File: src/rtl/urx_pkg.sv
// constants shared by the serial receiver and the remote transmitter
//============================================================
// Notes on behaviour
// - words of 8 or 9 bits; ninth bit readable
// - 16x oversampling; one shift per bit time
// - each bit decided by three-sample majority
// - after stop sample, move word into buffer
// - lsb first; shift register hidden from software
// - four-entry fifo; fifth word keeps assembling
// - enable bit starts the start-bit search
// - data-available flag and readable fill count
// - trigger-level fill raises interrupt when enabled
// - status access then data read clears available
// - long low: word length plus stop, then done
// - break: framing, zero word, idle; interrupt only if trigger fill reached or fifo already full
// - after break wait for high before start
// - idle low from start until stop bit
// - full fifo: overrun set, contents kept
// - overrun also raises interrupt when enabled
// - overrun cleared by status then data read
// - noise flag set with word, no interrupt
// - noise cleared by status then data read
// - receiver checks exactly one stop bit
// - low stop sample sets framing flag with word
// - odd or even parity mismatch sets flag
package urx_pkg;
  // register addresses
  localparam logic [2:0] ADDR_STATUS = 3'h0;
  localparam logic [2:0] ADDR_CTRL1 = 3'h1;
  localparam logic [2:0] ADDR_CTRL2 = 3'h2;
  localparam logic [2:0] ADDR_BAUD_HI = 3'h3;
  localparam logic [2:0] ADDR_BAUD_LO = 3'h4;
  localparam logic [2:0] ADDR_DATA = 3'h5;
  localparam logic [2:0] ADDR_COUNT = 3'h6;
  // status bit positions
  localparam int ST_PARITY = 0;
  localparam int ST_NOISE = 1;
  localparam int ST_FRAMING = 2;
  localparam int ST_OVERRUN = 3;
  localparam int ST_IDLE = 4;
  localparam int ST_AVAIL = 5;
  // control one bit positions
  localparam int C1_NINTH = 0;
  localparam int C1_WLEN = 1;
  localparam int C1_PAREN = 2;
  localparam int C1_PTYPE = 3;
  // control two bit positions
  localparam int C2_RXEN = 0;
  localparam int C2_IRQEN = 1;
  localparam int C2_TRIG = 2;
  // reset values
  localparam logic [7:0] CTRL1_RST = 8'h00;
  localparam logic [7:0] CTRL2_RST = 8'h00;
  localparam logic [15:0] BAUD_RST = 16'h0035;
  // parity types
  localparam logic [1:0] PAR_EVEN = 2'h0;
  localparam logic [1:0] PAR_ODD = 2'h1;
  localparam logic [1:0] PAR_MARK = 2'h2;
  // timing
  localparam int OVERSAMPLE = 16;
  localparam logic [3:0] SAMPLE_FIRST = 4'h7;
  localparam logic [3:0] SAMPLE_LAST = 4'h9;
  localparam logic [3:0] PHASE_LAST = 4'hF;
  localparam int FIFO_DEPTH = 4;
  localparam logic [4:0] BREAK_FRAME_BITS = 5'h0F;
  // fifo entry layout: {parity, noise, framing, word[8:0]}
  localparam int WORD_W = 9;
  localparam int ENTRY_W = 12;
  localparam int EN_FRAMING = 9;
  localparam int EN_NOISE = 10;
  localparam int EN_PARITY = 11;
  typedef enum logic [4:0] {
    RX_IDLE = 5'b00001,
    RX_START = 5'b00010,
    RX_DATA = 5'b00100,
    RX_STOP = 5'b01000,
    RX_WAIT_HIGH = 5'b10000
  } urx_state_t;
endpackage

File: src/rtl/urx_if.sv
// receive line between the remote transmitter and the receiver
`timescale 1ns/1ns
interface urx_if;
  logic line;
  modport dev (input line);
  modport far (output line);
endinterface

File: src/rtl/urx_receiver.sv
// serial receiver with oversampled recovery and four-entry fifo
//
// Local design decisions: the plain strobed port and the address map.
`timescale 1ns/1ns
module urx_receiver
#(
  parameter int DEPTH = urx_pkg::FIFO_DEPTH
)
(
  // clock and reset
  input wire logic clk,
  input wire logic rst,
  input wire logic ce,
  // register port
  input wire logic [2:0] addr,
  input wire logic [7:0] wdata,
  input wire logic wr,
  input wire logic rd,
  output logic [7:0] rdata,
  // interrupt request
  output logic rx_irq,
  // serial link
  urx_if.dev link
);
  import urx_pkg::*;

  localparam int PTR_W = $clog2(DEPTH);

  generate
    if (DEPTH != 2 && DEPTH != 4)
    begin : g_bad_depth
      $error("depth must be 2 or 4");
    end
  endgenerate

  logic sync_a;
  logic sync_b;
  logic [7:0] ctrl1;
  logic [7:0] ctrl2;
  logic [15:0] baud_div;
  logic [15:0] tick_cnt;
  logic tick;
  urx_state_t state;
  logic [3:0] phase;
  logic [1:0] samp;
  logic [2:0] vote;
  logic maj;
  logic decide;
  logic [3:0] bit_idx;
  logic [WORD_W-1:0] shift;
  logic noise_seen;
  logic rx_idle_flag;
  logic done;
  logic [ENTRY_W-1:0] done_entry;
  logic [ENTRY_W-1:0] mem [DEPTH];
  logic [PTR_W-1:0] wr_ptr;
  logic [PTR_W-1:0] rd_ptr;
  logic [PTR_W:0] rx_fill_count;
  logic full;
  logic push;
  logic pop;
  logic armed;
  logic overrun_flag;
  logic ovr_event;
  logic [ENTRY_W-1:0] head;
  logic rx_data_avail_flag;
  logic rx_enable_bit;
  logic rx_irq_enable;
  logic word_length_sel;
  logic [WORD_W-1:0] word;
  logic frm;
  logic perr;
  logic [PTR_W:0] trig;

  assign rx_enable_bit = ctrl2[C2_RXEN];
  assign rx_irq_enable = ctrl2[C2_IRQEN];
  assign word_length_sel = ctrl1[C1_WLEN];

  //============================================================
  // line synchroniser
  always_ff @(posedge clk or posedge rst)
  begin
    if (rst)
    begin
      sync_a <= 1'b1;
      sync_b <= 1'b1;
    end
    else if (ce)
    begin
      sync_a <= link.line;
      sync_b <= sync_a;
    end
  end

  //============================================================
  // oversample tick, sixteen per bit
  assign tick = rx_enable_bit && (tick_cnt == baud_div);

  always_ff @(posedge clk or posedge rst)
  begin
    if (rst)
      tick_cnt <= 16'h0000;
    else if (ce)
      tick_cnt <= (!rx_enable_bit || tick) ? 16'h0000 : tick_cnt + 16'h0001;
  end

  //============================================================
  // majority vote
  assign vote = {samp, sync_b};
  assign maj = (vote[0] & vote[1]) | (vote[0] & vote[2]) | (vote[1] & vote[2]);
  assign decide = tick && (phase == SAMPLE_LAST);

  always_comb
  begin
    word = word_length_sel ? shift : {1'b0, shift[8:1]};
    frm = !maj;
    perr = 1'b0;
    if (ctrl1[C1_PAREN] && ctrl1[C1_PTYPE+1] == 1'b0)
      perr = (^word) != (ctrl1[C1_PTYPE+:2] == PAR_ODD);
  end

  //============================================================
  // frame state machine
  always_ff @(posedge clk or posedge rst)
  begin
    if (rst)
    begin
      state <= RX_IDLE;
      phase <= 4'h0;
      samp <= 2'b11;
      bit_idx <= 4'h0;
      shift <= '0;
      noise_seen <= 1'b0;
      rx_idle_flag <= 1'b1;
      done <= 1'b0;
      done_entry <= '0;
    end
    else if (ce)
    begin
      done <= 1'b0;
      if (!rx_enable_bit)
      begin
        state <= RX_IDLE;
        rx_idle_flag <= 1'b1;
        phase <= 4'h0;
      end
      else if (tick)
      begin
        phase <= (state == RX_IDLE) ? 4'h1 : phase + 4'h1;
        if (phase >= SAMPLE_FIRST && phase < SAMPLE_LAST)
          samp <= {samp[0], sync_b};
        unique case (state)
          RX_IDLE:
            if (!sync_b)
            begin
              state <= RX_START;
              rx_idle_flag <= 1'b0;
              noise_seen <= 1'b0;
            end
          RX_START:
            if (decide)
            begin
              noise_seen <= !(&vote) && (|vote);
              bit_idx <= 4'h0;
              if (maj)
              begin
                state <= RX_IDLE;
                rx_idle_flag <= 1'b1;
              end
              else
                state <= RX_DATA;
            end
          RX_DATA:
            if (decide)
            begin
              shift <= {maj, shift[WORD_W-1:1]};
              if (!(&vote) && (|vote))
                noise_seen <= 1'b1;
              bit_idx <= bit_idx + 4'h1; // phase wraps, next decision 16 ticks on
              if (bit_idx == (word_length_sel ? 4'h8 : 4'h7))
                state <= RX_STOP;
            end
          RX_STOP:
            if (decide)
            begin
              rx_idle_flag <= 1'b1;
              done <= 1'b1;
              done_entry <= {perr, noise_seen | (!(&vote) && (|vote)), frm, word};
              state <= frm ? RX_WAIT_HIGH : RX_IDLE;
            end
          RX_WAIT_HIGH:
            if (sync_b)
              state <= RX_IDLE;
          default:
            state <= RX_IDLE;
        endcase
      end
    end
  end

  //============================================================
  // receive fifo
  assign full = (rx_fill_count == (PTR_W + 1)'(DEPTH));
  assign push = done && !full;
  assign ovr_event = done && full;
  assign pop = rd && (addr == ADDR_DATA) && armed && (rx_fill_count != '0);
  assign head = (rx_fill_count != '0) ? mem[rd_ptr] : '0;
  assign rx_data_avail_flag = (rx_fill_count != '0);
  assign trig = (PTR_W + 1)'({1'b0, ctrl2[C2_TRIG+:2]} + 3'h1);

  always_ff @(posedge clk)
  begin
    if (ce && push)
      mem[wr_ptr] <= done_entry;
  end

  always_ff @(posedge clk or posedge rst)
  begin
    if (rst)
    begin
      wr_ptr <= '0;
      rd_ptr <= '0;
      rx_fill_count <= '0;
    end
    else if (ce)
    begin
      if (push)
        wr_ptr <= wr_ptr + 1'b1;
      if (pop)
        rd_ptr <= rd_ptr + 1'b1;
      rx_fill_count <= rx_fill_count + (PTR_W + 1)'(push) - (PTR_W + 1)'(pop);
    end
  end

  //============================================================
  // clear sequence and overrun
  always_ff @(posedge clk or posedge rst)
  begin
    if (rst)
      armed <= 1'b0;
    else if (ce)
    begin
      if ((rd || wr) && addr == ADDR_STATUS)
        armed <= 1'b1;
      else if (rd && addr == ADDR_DATA)
        armed <= 1'b0;
    end
  end

  always_ff @(posedge clk or posedge rst)
  begin
    if (rst)
      overrun_flag <= 1'b0;
    else if (ce)
    begin
      if (ovr_event)
        overrun_flag <= 1'b1;
      else if (rd && addr == ADDR_DATA && armed)
        overrun_flag <= 1'b0;
    end
  end

  //============================================================
  // interrupt request
  always_ff @(posedge clk or posedge rst)
  begin
    if (rst)
      rx_irq <= 1'b0;
    else if (ce)
      rx_irq <= rx_irq_enable && ((push && rx_fill_count + 1'b1 == trig) || ovr_event);
  end

  //============================================================
  // register writes
  always_ff @(posedge clk or posedge rst)
  begin
    if (rst)
    begin
      ctrl1 <= CTRL1_RST;
      ctrl2 <= CTRL2_RST;
      baud_div <= BAUD_RST;
    end
    else if (ce && wr)
    begin
      unique case (addr)
        ADDR_CTRL1: ctrl1 <= wdata;
        ADDR_CTRL2: ctrl2 <= wdata;
        ADDR_BAUD_HI: baud_div[15:8] <= wdata;
        ADDR_BAUD_LO: baud_div[7:0] <= wdata;
        default: ;
      endcase
    end
  end

  //============================================================
  // register reads, data one cycle later
  always_ff @(posedge clk or posedge rst)
  begin
    if (rst)
      rdata <= 8'h00;
    else if (ce)
    begin
      if (rd)
      begin
        unique case (addr)
          ADDR_STATUS:
          begin
            rdata <= 8'h00;
            rdata[ST_PARITY] <= head[EN_PARITY];
            rdata[ST_NOISE] <= head[EN_NOISE];
            rdata[ST_FRAMING] <= head[EN_FRAMING];
            rdata[ST_OVERRUN] <= overrun_flag;
            rdata[ST_IDLE] <= rx_idle_flag;
            rdata[ST_AVAIL] <= rx_data_avail_flag;
          end
          ADDR_CTRL1: rdata <= {ctrl1[7:1], head[8]};
          ADDR_CTRL2: rdata <= ctrl2;
          ADDR_BAUD_HI: rdata <= baud_div[15:8];
          ADDR_BAUD_LO: rdata <= baud_div[7:0];
          ADDR_DATA: rdata <= head[7:0];
          ADDR_COUNT: rdata <= 8'(rx_fill_count);
          default: rdata <= 8'h00;
        endcase
      end
    end
  end
endmodule

File: src/flat_wrapper.sv
// flat-port wrapper written by rule: the top's interface ports become plain ports
module urx_receiver_flat import urx_pkg::*;
#(
  parameter int DEPTH = urx_pkg::FIFO_DEPTH
)
  (clk, rst, ce, addr, wdata, wr, rd, rdata, rx_irq, link_line);
  urx_if link_i ();
  input wire logic clk;
  input wire logic rst;
  input wire logic ce;
  input wire logic [2:0] addr;
  input wire logic [7:0] wdata;
  input wire logic wr;
  input wire logic rd;
  output logic [7:0] rdata;
  output logic rx_irq;
  input wire logic [$bits(link_i.line)-1:0] link_line;
  assign link_i.line = link_line;
  urx_receiver #(.DEPTH(DEPTH)) u_core (.clk(clk), .rst(rst), .ce(ce), .addr(addr), .wdata(wdata), .wr(wr), .rd(rd), .rdata(rdata), .rx_irq(rx_irq), .link(link_i));
endmodule
File: config.mk
export PLATFORM = sky130hd
export DESIGN_NAME = urx_receiver_flat
export DESIGN_NICKNAME = d
export VERILOG_FILES = /design/src/rtl/urx_pkg.sv /design/src/rtl/urx_if.sv /design/src/rtl/urx_receiver.sv /design/src/flat_wrapper.sv
export SDC_FILE = /design/constraint.sdc
export NUM_CORES = 1
export LEC_CHECK = 0
export BUFFER_PORTS_ARGS = -buffer_cell sky130_fd_sc_hd__buf_4
export CAP_MARGIN = 20
export CORE_AREA = 5 5 135 137
export CTS_CLUSTER_DIAMETER = 80
export DETAILED_ROUTE_END_ITERATION = 7
export DIE_AREA = 0 0 140 142
export GPL_TIMING_DRIVEN = 0
export PLACE_DENSITY = 0.58
export SLEW_MARGIN = 20
export SYNTH_ARGS = -nofsm -noshare
export SYNTH_HDL_FRONTEND = slang
export SYNTH_SLANG_ARGS = --single-unit
File: constraint.sdc
create_clock -name clk -period 4.2 [get_ports clk]
set_clock_uncertainty 0.2 [all_clocks]
set_input_delay 0 -clock clk [delete_from_list [all_inputs] [get_ports clk]]
set_output_delay 0 -clock clk [all_outputs]
set_load 0.01 [all_outputs]
==> results of run 1 <==
[power by group]
part / leakage [uW] / internal, uW / switching [uW]
Sequential: 0.00189 / 1700 / 162
Combinational: 0.00155 / 351 / 408
Clock: 0.000301 / 1040 / 620
[kinds of logic (layout without fill, tap and decap cells)]
group / after synthesis / in the layout / synth area share, %
DFF: 154 / 154 / 55.0
and+or+nand+nor: 150 / 150 / 10.7
xor gates and xnor gates: 45 / 45 / 5.27
muxes: 86 / 86 / 15.1
adders and majority gates: 16 / 16 / 2.75
AOI/OAI and AO/OA: 99 / 99 / 8.57
buffers and inverters: 50 / 128 / 2.66
[cell usage in the layout (no fill, tap or decap), types with 6 or more instances in the layout]
master,synthesis,final
a31oi_1,6,6
clkbuf_16,0,17
xor2_1,25,25
and2_1,9,9
buf_4,0,25
dlygate4sd3_1,0,20
mux2i_1,6,6
ha_1,14,14
clkbuf_1,17,18
nor2_1,35,35
inv_1,27,26
mux2_2,63,63
mux4_2,14,14
xnor2_1,20,20
dfrtp_1,96,96
dfstp_2,10,10
nand4_1,7,7
a22o_1,8,8
o21ai_0,29,29
a21oi_1,24,24
nand3_1,15,15
o22ai_1,6,6
edfxtp_1,48,48
nand2_1,45,45
[routing by layer]
layer	wire length (um)	vias up
met5	0	-
met4	306	0
met3	545	25
met2	8070	98
met1	7990	2471
li1	-	2318
[repair_timing]
item | CTS | global route
hold buffers | 20 | 0
buffers inserted | 0 | 0
endpoints found under the hold margin | 151 | 0
[worst min path at each step]
| stage | from | end | slack (ns) | depth (start not counted) |
|---|---|---|---|---|
| 3_3_place_gp | link_line | u_core.sync_a | 0.04 | 2 |
| 5_1_grt | link_line | u_core.sync_a | 0.15 | 3 |
| 4_1_cts | link_line | u_core.sync_a | 0.14 | 3 |
| 2_1_floorplan | wdata[0] | u_core.ctrl2[0] | -0.08 | 2 |
| 3_5_place_dp | rst | u_core.baud_div[14] | -0.22 | 2 |
| 6_report | link_line | u_core.sync_a | 0.15 | 3 |
[critical path, stage by stage, from the launching register on]
cell and delay [ns]:
dfrtp_1 0.48, inv_1 0.07, ha_1 0.25, nand2b_1 0.26, nand4_1 0.19, nor2_1 0.17, ha_1 0.24, inv_1 0.06
ha_1 0.14, inv_1 0.05, fa_1 0.37, xor2_1 0.14, nand2_1 0.08, xnor2_1 0.15
[final cells by class]
class,count,area [sq um]
Clock inverter,11,169
Fill cell,1448,8120
Clock buffer,21,470
Multi-Input combinational cell,396,3170
Inverter,27,106
Timing Repair Buffer,46,415
Tap cell,225,282
Buffer,23,97.6
Sequential cell,154,4110
[state kept, by name (all words and copies together), names as in the netlist, 5 cells and up]
register           cells
u_core.rdata           8
u_core.tick_cnt       16
u_core.ctrl1           7
u_core.ctrl2           8
u_core.shift           9
u_core.baud_div       16
u_core.mem            48
u_core.done_entry     12
u_core.state           5
[stage by stage]
| step | instance area (sq um) | util, % |
|---|---|---|
| global route | 8820 | 52.1 |
| global placement | 7940 | 46.9 |
| finish | 8820 | 52.1 |
| floorplan | 7470 | - |
| detailed placement | 7980 | 47.1 |
| CTS | 8820 | 52.1 |
==> flow_summary_export.csv, run 1 <==
group,metric,value,unit
routing,firstDrtPassIters,6,
synth,ys_seq_area_share,55.0,%
finish,drive_gt1_share,24.3,%
clock_network,cts_max_level,4,
global_routing,grt_overflow,0,
synth,synth_top_cells_by_count,"dfrtp_1, mux2_2, edfxtp_1",
routing,finalWirelength,16.9,mm
critical_path,crit_fanout,7,
synth,synth_top_area_share,32.2,%
clock_network,clock-sinks,154,
routing,ant_nets,0,
sta,slew_headroom,28.9,%
critical_path,reg2reg_from,"u_core.rx_fill_count[1]",
global_routing,gr-usage-all-layers,18.0,%
finish,syn2layout_area_growth,18.0,%
floorplan,die_w,140,um
routing,vias,4912,
critical_path,r2r_slack,1.22,ns
synth,synth.most_common_cell,"dfrtp_1",
global_routing,antenna_found_initial,0,
synth,yosys.area.top_type,"dfrtp_1",
clock_network,cts_tree,"yes",
synth,ys_seq_elements,154,
critical_path,end_kind,"flop",
sta,setup_viol,0,
critical_path,worstSetupPathType,"flop to flop",
global_routing,busiest_layer,"met2",
place,place.port_buffers,25,
synth,synth_cells,600,
synth,yosys-top-cells-area,"dfrtp_1, edfxtp_1, mux2_2",
synth,netlist_area,7470,sq um
sta,finalWorstSetupSlack,1.22,ns
clock_network,cts_buffer_depth,2,
global_routing,grt_use_met3,3.90,%
sta,timing_hold_violations_final,0,
status,status,"finished clean",
sta,holdWs,0.154,ns
finish,final_cells,903,
synth,synth_edf_count,48,
floorplan,rows,48,
floorplan,io_pins,26,
global_routing,grt_pass1_wl,27.9,mm
clock_network,insertion_delay,0.43,ns
finish,fin_nets,697,
routing,wl_per_cell,18.7,um
routing,drc,0,
floorplan,die_area,19900,sq um
sta,final_max_slew_viol_count,0,
critical_path,start_kind,"flop",
global_routing,grt_use_met2,29.2,%
job,drv_cap,0,
clock_network,cts_resized,0,
power,p_leak,0.00374,uW
power,power.density,486,nW/um^2
critical_path,required,4.30,ns
sta,timing.final.crit_share,70.9,%
place,pre_cts_ws,1.23,ns
routing,drt_iter0_drc,342,
clock_network,clk_pin_slew,0.06,ns
place,gp_congestion,0.836,
synth,synth_nets,632,
sta,fin_crit,2.98,ns
synth,yosysWarnings,0,
finish,diodes,0,
synth,avgSynthCellArea,12.5,sq um
sta,fmax,336,MHz
clock_network,clockRootBuffer,"clkbuf_16",
critical_path,arrival,3.08,ns
sta,tns,0,ns
place,post-dp-hpwl,11.7,mm
floorplan,initial_utilization,44.1,%
critical_path,r2r_cells,13,
power,peakVddDrop,0.259,mV
floorplan,core_region_area,16900,sq um
routing,via_per_inst,5.44,
synth,async_flop_share,68.8,%
synth,synth_ff_type,"dfrtp_1",
place,dp.cells,851,
critical_path,startpoint,"u_core.rx_fill_count[1]",
power,power,4280,uW
global_routing,grt_max_degree,81,
global_routing,grt_pass1_vias,5094,
sta,rsz0062_at_grt,"no",
hold_path,hold_path.class,"primary input to flop",
critical_path,endpoint,"u_core.rx_fill_count[2]",
sta,tightest_slew,1.06,ns
floorplan,die_h,142,um
global_routing,gr-usage-met1,24.7,%
critical_path,r2r-end,"u_core.rx_fill_count[2]",
clock_network,numCtsBuffers,17,
synth,synth_cell_type_count,56,
No activity file was read; power rests on OpenSTA's default activity.
==> run 2, diff against run 1 <==
Settings changed: PLACE_DENSITY 0.58 to 0.6.
Clock period 4.2 ns to 2.5 ns, I/O delays scaled along.
==> flow_summary_export.csv, run 2 (synthesis results as in run 1) <==
group,metric,value,unit
clock_network,cts_max_level,4,
sta,timing.final.crit_share,99.6,%
sta,rsz0062_at_grt,"yes",
global_routing,grt_use_met2,30.7,%
floorplan,rows,48,
routing,wl_per_cell,18.6,um
routing,vias,5064,
critical_path,start_kind,"flop",
routing,firstDrtPassIters,5,
routing,ant_nets,0,
floorplan,core_region_area,16900,sq um
floorplan,io_pins,26,
critical_path,r2r_cells,13,
place,place.port_buffers,25,
sta,finalWorstSetupSlack,0.0101,ns
global_routing,grt_pass1_wl,27.9,mm
floorplan,die_w,140,um
critical_path,endpoint,"u_core.rx_fill_count[2]",
global_routing,grt_overflow,0,
global_routing,grt_use_met3,2.72,%
finish,design_area,9020,sq um
clock_network,clk_pin_slew,0.06,ns
sta,tightest_slew,0.755,ns
place,dp.cells,853,
status,status,"finished clean",
finish,biggestRegsByFlops,"u_core.mem x48, u_core.baud_div x16, u_core.tick_cnt x16",
clock_network,clockRootBuffer,"clkbuf_16",
finish,final_cells,921,
critical_path,crit_fanout,4,
clock_network,cts_tree,"yes",
global_routing,busiest_layer,"met2",
power,p_leak,0.00384,uW
clock_network,cts_buffer_depth,2,
power,power.density,779,nW/um^2
floorplan,initial_utilization,44.1,%
global_routing,antenna_found_initial,0,
routing,drc,0,
global_routing,gr-usage-met1,23.2,%
finish,largest_register,"u_core.mem",
finish,final_common_cell,"dfrtp_1",
clock_network,clock-sinks,154,
sta,fmax,402,MHz
critical_path,arrival,2.60,ns
clock_network,numCtsBuffers,17,
sta,final_max_slew_viol_count,0,
critical_path,worstSetupPathType,"flop to flop",
finish,final_cell_mix,"dfrtp_1, mux2_2, edfxtp_1, nand2_1, buf_4",
sta,timing_hold_violations_final,0,
critical_path,reg2reg_from,"u_core.rx_fill_count[0]",
floorplan,die_area,19900,sq um
finish,drive_gt1_share,28.9,%
critical_path,startpoint,"u_core.rx_fill_count[0]",
global_routing,gr-usage-all-layers,17.8,%
routing,drt_iter0_drc,520,
floorplan,die_h,142,um
routing,finalWirelength,17.2,mm
critical_path,r2r-end,"u_core.rx_fill_count[2]",
finish,diodes,0,
place,place_area,8030,sq um
global_routing,grt_max_degree,31,
power,power,7030,uW
hold_path,hold_path.class,"primary input to flop",
place,gp_congestion,0.898,
critical_path,r2r_slack,0.01,ns
job,drv_cap,0,
finish,final.fill_count,1440,
critical_path,end_kind,"flop",
global_routing,grt_pass1_vias,5302,
clock_network,insertion_delay,0.42,ns
finish,fin_nets,715,
power,peakVddDrop,0.446,mV
sta,fin_crit,2.49,ns
place,post-dp-hpwl,12.1,mm
finish,syn2layout_area_growth,20.7,%
sta,tns,0,ns
routing,via_per_inst,5.50,
finish,largest_reg_flops,48,
sta,setup_viol,0,
place,pre_cts_ws,-0.230,ns
sta,slew_headroom,49.4,%
critical_path,required,2.61,ns
## run 2: cell count changes in the layout (fill, tap and decap cells not counted), sizes merged
cell / before / now
buf: 32 / 53
clkbuf: 38 / 33
clkinv: 3 / 7
bufinv: 4 / 2
clkinvlp: 4 / 5
inv: 27 / 26
## run 2: power breakdown
part / switching [uW] / total [uW] / internal, uW
clock network: 1010 / 2460 / 1460
registers: 281 / 3150 / 2870
logic: 728 / 1420 / 692
total: 2020 / 7030 / 5020
## run 2: timing repair
| item | CTS | global route |
|---|---|---|
| hold buffers | 20 | 0 |
| hold endpoints to repair | 121 | 0 |
| gates cloned | 0 | 0 |
| setup endpoints to repair | 57 | 29 |
| setup buffers | 10 | 9 |
| resized for setup | 15 | 11 |
| pin swaps | 8 | 7 |
## run 2: worst min path at each step
stage	startpoint	end	depth (start not counted)
after floorplan	wdata[0]	u_core.ctrl2[0]	2
after global placement	link_line	u_core.sync_a	2
after detailed placement	rst	u_core.tick_cnt[6]	2
after CTS	ce	u_core.armed	5
after global routing	addr[1]	u_core.ctrl1[5]	4
final	ce	u_core.tick_cnt[8]	6
## run 2: final cells by class
| type | instances | area (sq um) | area share [%] |
|---|---|---|---|
| Multi-Input combinational cell | 396 | 3260 | 36.2 |
| Timing Repair Buffer | 67 | 602 | 6.67 |
| Inverter | 27 | 105 | 1.17 |
| Sequential cell | 154 | 4110 | 45.6 |
| Clock buffer | 19 | 433 | 4.80 |
| Buffer | 20 | 97.6 | 1.08 |
| Tap cell | 225 | 282 | 3.12 |
| Clock inverter | 13 | 129 | 1.43 |
## run 2: metrics by stage
stage | hold WS (ns) | utilization [%]
global placement | 0.0359 | 47.0
finish | 0.0314 | 53.3
floorplan | -0.0832 | -
global route | 0.0430 | 53.3
CTS | 0.00168 | 52.7
detailed placement | -0.0515 | 47.4
## run 2: worst max-delay path, cell delays in order, from the launching register on
cell and delay (ns):
dfrtp_1 0.36, inv_2 0.06, ha_4 0.17, nand2b_4 0.08
nand4_1 0.13, nor2_1 0.16, ha_1 0.24, inv_1 0.05
ha_1 0.13, inv_1 0.05, fa_2 0.33, xor2_1 0.16
nand2_1 0.09, xnor2_1 0.16
## run 2: metal layers
layer	share of wire [%]	vias up
li1	-	2349
met5	0	-
met4	1.7	0
met2	50	118
met1	45	2580
met3	3.2	17
